==> src/hdl/oem_defs.vh <==
// register offsets, field positions, reset values and mode codes of the output stage bank
`ifndef OEM_DEFS_VH
`define OEM_DEFS_VH
`define OEM_ADDR_HP_EN 8'hb1
`define OEM_ADDR_UPPER_MODE 8'hb2
`define OEM_ADDR_LOWER_MODE 8'hb3
`define OEM_ADDR_UPPER_SEL 8'hb4
`define OEM_RST_VAL 8'h00
`define OEM_HP_EN_MASK 8'h0f
`define OEM_MODE_MASK 8'h77
`define OEM_SEL_MASK 8'h0f
`define OEM_PAIR_LO_MSB 2
`define OEM_PAIR_LO_LSB 0
`define OEM_PAIR_HI_MSB 6
`define OEM_PAIR_HI_LSB 4
`define OEM_SEL4_MSB 1
`define OEM_SEL4_LSB 0
`define OEM_SEL5_MSB 3
`define OEM_SEL5_LSB 2
`define OEM_MODE_OFF 3'h0
`define OEM_MODE_EVEN 3'h1
`define OEM_MODE_ODD 3'h2
`define OEM_MODE_BOTH 3'h3
`define OEM_MODE_COMP 3'h4
`define OEM_MODE_HCSL 3'h5
`define OEM_MODE_PECL 3'h6
`define OEM_MODE_UNDEF 3'h7
`define OEM_SEL_CODE0 2'h0
`define OEM_SEL_CODE1 2'h1
`endif

==> src/hdl/oem_pair.v <==
// one configurable output pair: mode decode, enables and driven levels
`timescale 1ns/1ps
`default_nettype none
`include "oem_defs.vh"
module oem_pair (
  // control
  input wire [2:0] mode,
  // source clocks already selected for each output
  input wire even_src,
  input wire odd_src,
  // pad side
  output reg even_val,
  output reg odd_val,
  output reg even_oe,
  output reg odd_oe,
  output reg diff_hcsl,
  output reg diff_pecl
);
  always @* begin
    even_val = even_src;
    odd_val = odd_src;
    even_oe = 1'b0;
    odd_oe = 1'b0;
    diff_hcsl = 1'b0;
    diff_pecl = 1'b0;
    case (mode)
      `OEM_MODE_OFF: begin
        even_oe = 1'b0;
        odd_oe = 1'b0;
      end
      `OEM_MODE_EVEN: begin
        even_oe = 1'b1;
      end
      `OEM_MODE_ODD: begin
        odd_oe = 1'b1;
      end
      `OEM_MODE_BOTH: begin
        even_oe = 1'b1;
        odd_oe = 1'b1;
      end
      `OEM_MODE_COMP: begin
        even_oe = 1'b1;
        odd_oe = 1'b1;
        odd_val = ~even_src;
      end
      `OEM_MODE_HCSL: begin
        even_oe = 1'b1;
        odd_oe = 1'b1;
        diff_hcsl = 1'b1;
        odd_val = ~even_src;
      end
      `OEM_MODE_PECL: begin
        even_oe = 1'b1;
        odd_oe = 1'b1;
        diff_pecl = 1'b1;
        odd_val = ~even_src;
      end
      default: begin
        even_oe = 1'b0;
        odd_oe = 1'b0;
      end
    endcase
  end
endmodule
`default_nettype wire

==> src/hdl/oem_regs.v <==
// output enable, mode and source select register bank with registered pad controls
`timescale 1ns/1ps
`default_nettype none
`include "oem_defs.vh"
module oem_regs (
  // clock and reset
  input wire ref_clk,
  input wire nrst,
  // host configuration port
  input wire [7:0] cfg_addr,
  input wire [7:0] cfg_wdata,
  input wire cfg_wr,
  input wire cfg_rd,
  output reg [7:0] cfg_rdata_q,
  // high performance single ended outputs
  input wire [3:0] hp_src,
  output reg [3:0] hp_single_ended_out_q,
  output reg [3:0] hp_single_ended_enable_bits_q,
  // source taps for outputs four and five
  input wire synth_three_divider_a,
  input wire synth_one_divider_c,
  input wire synth_three_divider_c,
  input wire synth_one_divider_d,
  // sources for the other configurable outputs
  input wire [3:0] low_src,
  input wire [1:0] six_seven_src,
  // configurable outputs, index 0 is cfg_clock_out_zero
  output reg [7:0] cfg_clock_out_q,
  output reg [7:0] cfg_clock_oe_q,
  output reg [3:0] pair_hcsl_q,
  output reg [3:0] pair_pecl_q
);
  reg [7:0] hp_en_q;
  reg [7:0] upper_mode_q;
  reg [7:0] lower_mode_q;
  reg [7:0] upper_sel_q;
  reg [7:0] rdata_d;
  reg out_four_src;
  reg out_five_src;
  // source levels come from other clock domains: two flops before any logic
  reg [13:0] pin_meta_q;
  reg [13:0] pin_sync_q;
  wire [13:0] pin_raw;
  wire [11:0] mode_all;
  wire [7:0] src_all;
  wire [7:0] val_all;
  wire [7:0] oe_all;
  wire [3:0] hcsl_all;
  wire [3:0] pecl_all;

  assign pin_raw = {hp_src, low_src, six_seven_src, synth_three_divider_a,
                    synth_one_divider_c, synth_three_divider_c, synth_one_divider_d};

  // only the second stage is read by the logic below
  always @(posedge ref_clk or negedge nrst) begin
    if (!nrst) begin
      pin_meta_q <= 14'h0000;
      pin_sync_q <= 14'h0000;
    end else begin
      pin_meta_q <= pin_raw;
      pin_sync_q <= pin_meta_q;
    end
  end

  // writable bits only; reserved positions stay zero
  always @(posedge ref_clk or negedge nrst) begin
    if (!nrst) begin
      hp_en_q <= `OEM_RST_VAL;
      upper_mode_q <= `OEM_RST_VAL;
      lower_mode_q <= `OEM_RST_VAL;
      upper_sel_q <= `OEM_RST_VAL;
    end else if (cfg_wr) begin
      case (cfg_addr)
        `OEM_ADDR_HP_EN: hp_en_q <= cfg_wdata & `OEM_HP_EN_MASK;
        `OEM_ADDR_UPPER_MODE: upper_mode_q <= cfg_wdata & `OEM_MODE_MASK;
        `OEM_ADDR_LOWER_MODE: lower_mode_q <= cfg_wdata & `OEM_MODE_MASK;
        `OEM_ADDR_UPPER_SEL: upper_sel_q <= cfg_wdata & `OEM_SEL_MASK;
        default: begin
        end
      endcase
    end
  end

  always @* begin
    rdata_d = 8'h00;
    if (cfg_rd) begin
      case (cfg_addr)
        `OEM_ADDR_HP_EN: rdata_d = hp_en_q;
        `OEM_ADDR_UPPER_MODE: rdata_d = upper_mode_q;
        `OEM_ADDR_LOWER_MODE: rdata_d = lower_mode_q;
        `OEM_ADDR_UPPER_SEL: rdata_d = upper_sel_q;
        default: rdata_d = 8'h00;
      endcase
    end
  end

  // source muxes; reserved codes drive a quiet low
  always @* begin
    case (upper_sel_q[`OEM_SEL4_MSB:`OEM_SEL4_LSB])
      `OEM_SEL_CODE0: out_four_src = pin_sync_q[3];
      `OEM_SEL_CODE1: out_four_src = pin_sync_q[2];
      default: out_four_src = 1'b0;
    endcase
    case (upper_sel_q[`OEM_SEL5_MSB:`OEM_SEL5_LSB])
      `OEM_SEL_CODE0: out_five_src = pin_sync_q[1];
      `OEM_SEL_CODE1: out_five_src = pin_sync_q[0];
      default: out_five_src = 1'b0;
    endcase
  end

  assign src_all = {pin_sync_q[5:4], out_five_src, out_four_src, pin_sync_q[9:6]};
  assign mode_all = {upper_mode_q[`OEM_PAIR_HI_MSB:`OEM_PAIR_HI_LSB],
                     upper_mode_q[`OEM_PAIR_LO_MSB:`OEM_PAIR_LO_LSB],
                     lower_mode_q[`OEM_PAIR_HI_MSB:`OEM_PAIR_HI_LSB],
                     lower_mode_q[`OEM_PAIR_LO_MSB:`OEM_PAIR_LO_LSB]};

  genvar gi;
  generate
    for (gi = 0; gi < 4; gi = gi + 1) begin : g_pair
      oem_pair u_pair (
        .mode(mode_all[3*gi+2:3*gi]),
        .even_src(src_all[2*gi]),
        .odd_src(src_all[2*gi+1]),
        .even_val(val_all[2*gi]),
        .odd_val(val_all[2*gi+1]),
        .even_oe(oe_all[2*gi]),
        .odd_oe(oe_all[2*gi+1]),
        .diff_hcsl(hcsl_all[gi]),
        .diff_pecl(pecl_all[gi])
      );
    end
  endgenerate

  // all pad controls registered
  always @(posedge ref_clk or negedge nrst) begin
    if (!nrst) begin
      cfg_rdata_q <= 8'h00;
      hp_single_ended_out_q <= 4'h0;
      hp_single_ended_enable_bits_q <= 4'h0;
      cfg_clock_out_q <= 8'h00;
      cfg_clock_oe_q <= 8'h00;
      pair_hcsl_q <= 4'h0;
      pair_pecl_q <= 4'h0;
    end else begin
      cfg_rdata_q <= rdata_d;
      hp_single_ended_enable_bits_q <= hp_en_q[3:0];
      hp_single_ended_out_q <= pin_sync_q[13:10] & hp_en_q[3:0];
      cfg_clock_out_q <= val_all & oe_all;
      cfg_clock_oe_q <= oe_all;
      pair_hcsl_q <= hcsl_all;
      pair_pecl_q <= pecl_all;
    end
  end
endmodule
`default_nettype wire

==> config.mk <==
export PLATFORM = sky130hd
export DESIGN_NAME = oem_regs
export DESIGN_NICKNAME = d
export VERILOG_FILES = /design/src/hdl/oem_pair.v /design/src/hdl/oem_regs.v
export VERILOG_INCLUDE_DIRS = /design/src /design/src/hdl
export SDC_FILE = /design/constraint.sdc
export NUM_CORES = 1
export LEC_CHECK = 0
export BUFFER_PORTS_ARGS = -buffer_cell sky130_fd_sc_hd__buf_4
export CORE_MARGIN = 3
export CORE_UTILIZATION = 41
export DETAILED_ROUTE_END_ITERATION = 7
export GPL_TIMING_DRIVEN = 0
export SLEW_MARGIN = 0
export SYNTH_ARGS = -nofsm -noshare
export SYNTH_HDL_FRONTEND = slang
export SYNTH_SLANG_ARGS = --single-unit
==> constraint.sdc <==
create_clock -name ref_clk -period 1.37 [get_ports ref_clk]
set_input_delay 0.137 -clock ref_clk [delete_from_list [all_inputs] [get_ports ref_clk]]
set_output_delay 0.137 -clock ref_clk [all_outputs]
set_load 0.01 [all_outputs]
==> run_results.csv <==
group,metric,value,unit
run_status,outcome,"finished with violations",
run_status,violations,"hold timing",
cells_and_area,fill_cells,603,
clock_network,cts_tree,"yes",
sta,maxSlewHeadroom,31.7,%
floorplanning,rows,30,
sta,drv_slew,0,
sta,timing.fmax,846,MHz
cells_and_area,final_cell_area,4030,um^2
power_and_ir_drop,vdd_drop_max,0.000569,V
cells_and_area,nets,338,
place,place_congestion,0.743,
clock_network,cts.clk_slew.worst_paths,0.08,ns
setup_path,worstPathMaxFanout,9,
routing,drc,0,
place,dp.cells,375,
setup_path,start_kind,"register",
logic_synthesis,yosysWarnings,0,
logic_synthesis,synth_nets,243,
routing,vias_per_cell,4.56,
cells_and_area,stdcell_count,403,
routing,wire_per_inst,13.9,um
cells_and_area,drive_gt1_share,36.8,%
logic_synthesis,synthCells,209,
logic_synthesis,synth_area,3060,um^2
clock_network,postCtsHoldBufs,14,
global_route,grt_pass1_vias,1808,
logic_synthesis,ys_async_sr_fraction,100,%
clock_network,cts_resized,0,
setup_path,cp.required,1.61,ns
logic_synthesis,syn_avg_cell_area,14.7,um^2
logic_synthesis,synth_top_area_share,71.1,%
logic_synthesis,synthMostInstantiatedCell,"dfrtp_1",
routing,dr.pass1.iters,4,
sta,post-route-period-util,86.3,%
floorplanning,fp.dieH,92.4,um
power_and_ir_drop,power.density,1190,nW/um^2
cells_and_area,area_delta_synth_final,31.7,%
setup_path,critPathKind,"register to register",
place,placed_area,3710,um^2
sta,worst_slew_pin_slew,1.03,ns
floorplanning,core,7020,um^2
routing,routed_wl,5.60,mm
routing,drtIter0Drc,57,
logic_synthesis,synthTopCellsByCount,"dfrtp_1 (87), mux2_2 (16), nand2_1 (13), nor2_1 (11), o21a_1 (11)",
global_route,track_usage,14.4,%
logic_synthesis,yosysUniqueCellTypes,32,
logic_synthesis,synth_top_cell_by_area,"dfrtp_1",
power_and_ir_drop,power_leakage,0.00202,uW
place,dp_worst_setup_slack,-0.110,ns
clock_network,numCtsBuffers,9,
setup_path,end_kind,"register",
clock_network,clock_path_buffers,2,
logic_synthesis,synth.area.top_cells,"dfrtp_1 (71%), mux2_2 (5.9%), o21a_1 (2.7%)",
logic_synthesis,synth_edf_count,0,
floorplanning,die_w,92.4,um
sta,tns,0,ns
global_route,grt_start_max_net_pins,88,
cells_and_area,antenna_cells,0,
sta,holdWs,-0.0169,ns
sta,rsz0062_at_grt,"false",
global_route,antenna_found_initial,0,
place,portBuffers,70,
setup_path,worstPathArrival,1.42,ns
floorplanning,dieArea,8540,um^2
floorplanning,start_util,43.6,%
global_route,globalRoute.totalOverflow,0,
routing,antenna_left,0,
clock_network,insertion_delay,0.34,ns
sta,setup_viol,0,
logic_synthesis,ys.flop_type,"dfrtp_1",
logic_synthesis,seq_area_frac_synth,71.1,%
place,detailed_place_hpwl,3.77,mm
hold_path,holdCritPathClass,"input pin to async pin",
sta,layout_setup_ws,0.188,ns
run,max-cap-violations,0,
floorplanning,io_pins,74,
logic_synthesis,ys_ff_latch,87,
global_route,grt_pass1_wl,9.27,mm
clock_network,cts.sinks,87,
sta,hold_viol,48,
clock_network,post_cts_buffers,0,
clock_network,htreeDepth,3,
sta,skew,0.00597,ns
clock_network,cts_root_buf,"clkbuf_8",
sta,min_period,1.18,ns
routing,num_vias,1838,
[per-layer routing]
layer | vias up | part of all wire, % | global-route usage, %
li1 | 898 | - | -
met1 | 876 | 48 | 20.1
met2 | 54 | 45 | 20.8
met3 | 10 | 5.2 | 4.47
met4 | 0 | 2.2 | 6.19
met5 | - | 0 | 0
[final cells by class]
type	instances	area (um^2)	area share (%)
plain buffers	10	52.6	1.30
clock buffers	10	138	3.41
clock inverters	4	47.5	1.18
inverters	1	3.75	0.0931
multi-input cells	111	830	20.6
flip-flops and latches	87	2180	54.0
well taps	96	120	2.98
repair buffers	84	666	16.5
[worst paths after layout]
kind                                                       to  slack (ns)  depth (start not counted)                         from
max                              cfg_clock_out_q[4]$_DFF_PN0_        0.19                          4  upper_mode_q[2]$_DFFE_PN0P_
min                        hp_single_ended_out_q[2]$_DFF_PN0_       -0.02                          1                         nrst
max reg2reg                      cfg_clock_out_q[4]$_DFF_PN0_        0.19                          4  upper_mode_q[2]$_DFFE_PN0P_
min reg2reg                          pin_sync_q[13]$_DFF_PN0_        0.35                          0     pin_meta_q[13]$_DFF_PN0_
max in group asynchronous         upper_mode_q[1]$_DFFE_PN0P_        0.75                          1                         nrst
min in group ref_clk              upper_mode_q[5]$_DFFE_PN0P_        0.04                          2                 cfg_wdata[5]
[logic make-up (layout without fill, tap and decap cells)]
kind of cell / count (synthesis) / in the layout / synth area share [%]
flip-flops: 87 / 87 / 71.1
AND/OR/NAND/NOR: 60 / 60 / 11.8
multiplexers: 28 / 28 / 10.5
AO/OA/AOI/OAI: 22 / 22 / 4.66
buffers and inverters: 11 / 109 / 1.84
other: 1 / 1 / 0.122
[metrics by stage]
stage | util [%] | power, uW
4_1_cts | 57.5 | 4870
2_1_floorplan | - | 2920
6_report | 57.5 | 4800
3_3_place_gp | 52.8 | 3150
5_1_grt | 57.5 | 5020
3_5_place_dp | 52.8 | 3150
[cell usage in the layout, fill, tap and decap left out, types with 4 or more instances in the layout]
cell type and instances:
dfrtp_1 87, mux2_4 4, nor2_1 11, buf_4 71, o21a_1 11, mux2i_1 8
and2_1 7, mux2_2 16, nand2_1 13, dlygate4sd3_1 14, nand3b_1 6, and3b_1 4
clkbuf_8 10, a21oi_1 6, clkbuf_1 4, nand3_1 5
[registers in the layout, indices dropped and copies added (netlist names), 6 cells and up]
signal and cells:
pin_meta_q 14, cfg_rdata_q 7, cfg_clock_out_q 8, pin_sync_q 14, lower_mode_q 6, cfg_clock_oe_q 8, upper_mode_q 6
[where the power goes]
part           leakage (uW)  total [uW]  internal (uW)  switching (uW)
combinational      0.000788         389            213             176
sequential          0.00114        2730           2680            56.4
clock             0.0000940        1670            866             809
[critical path, stage by stage (launching register included)]
cell and delay, ns:
dfrtp_1 0.33, clkbuf_1 0.31, nand3_1 0.16, o21a_1 0.15, nor2b_1 0.13
Note: power is estimated with default switching activity, not from simulation.
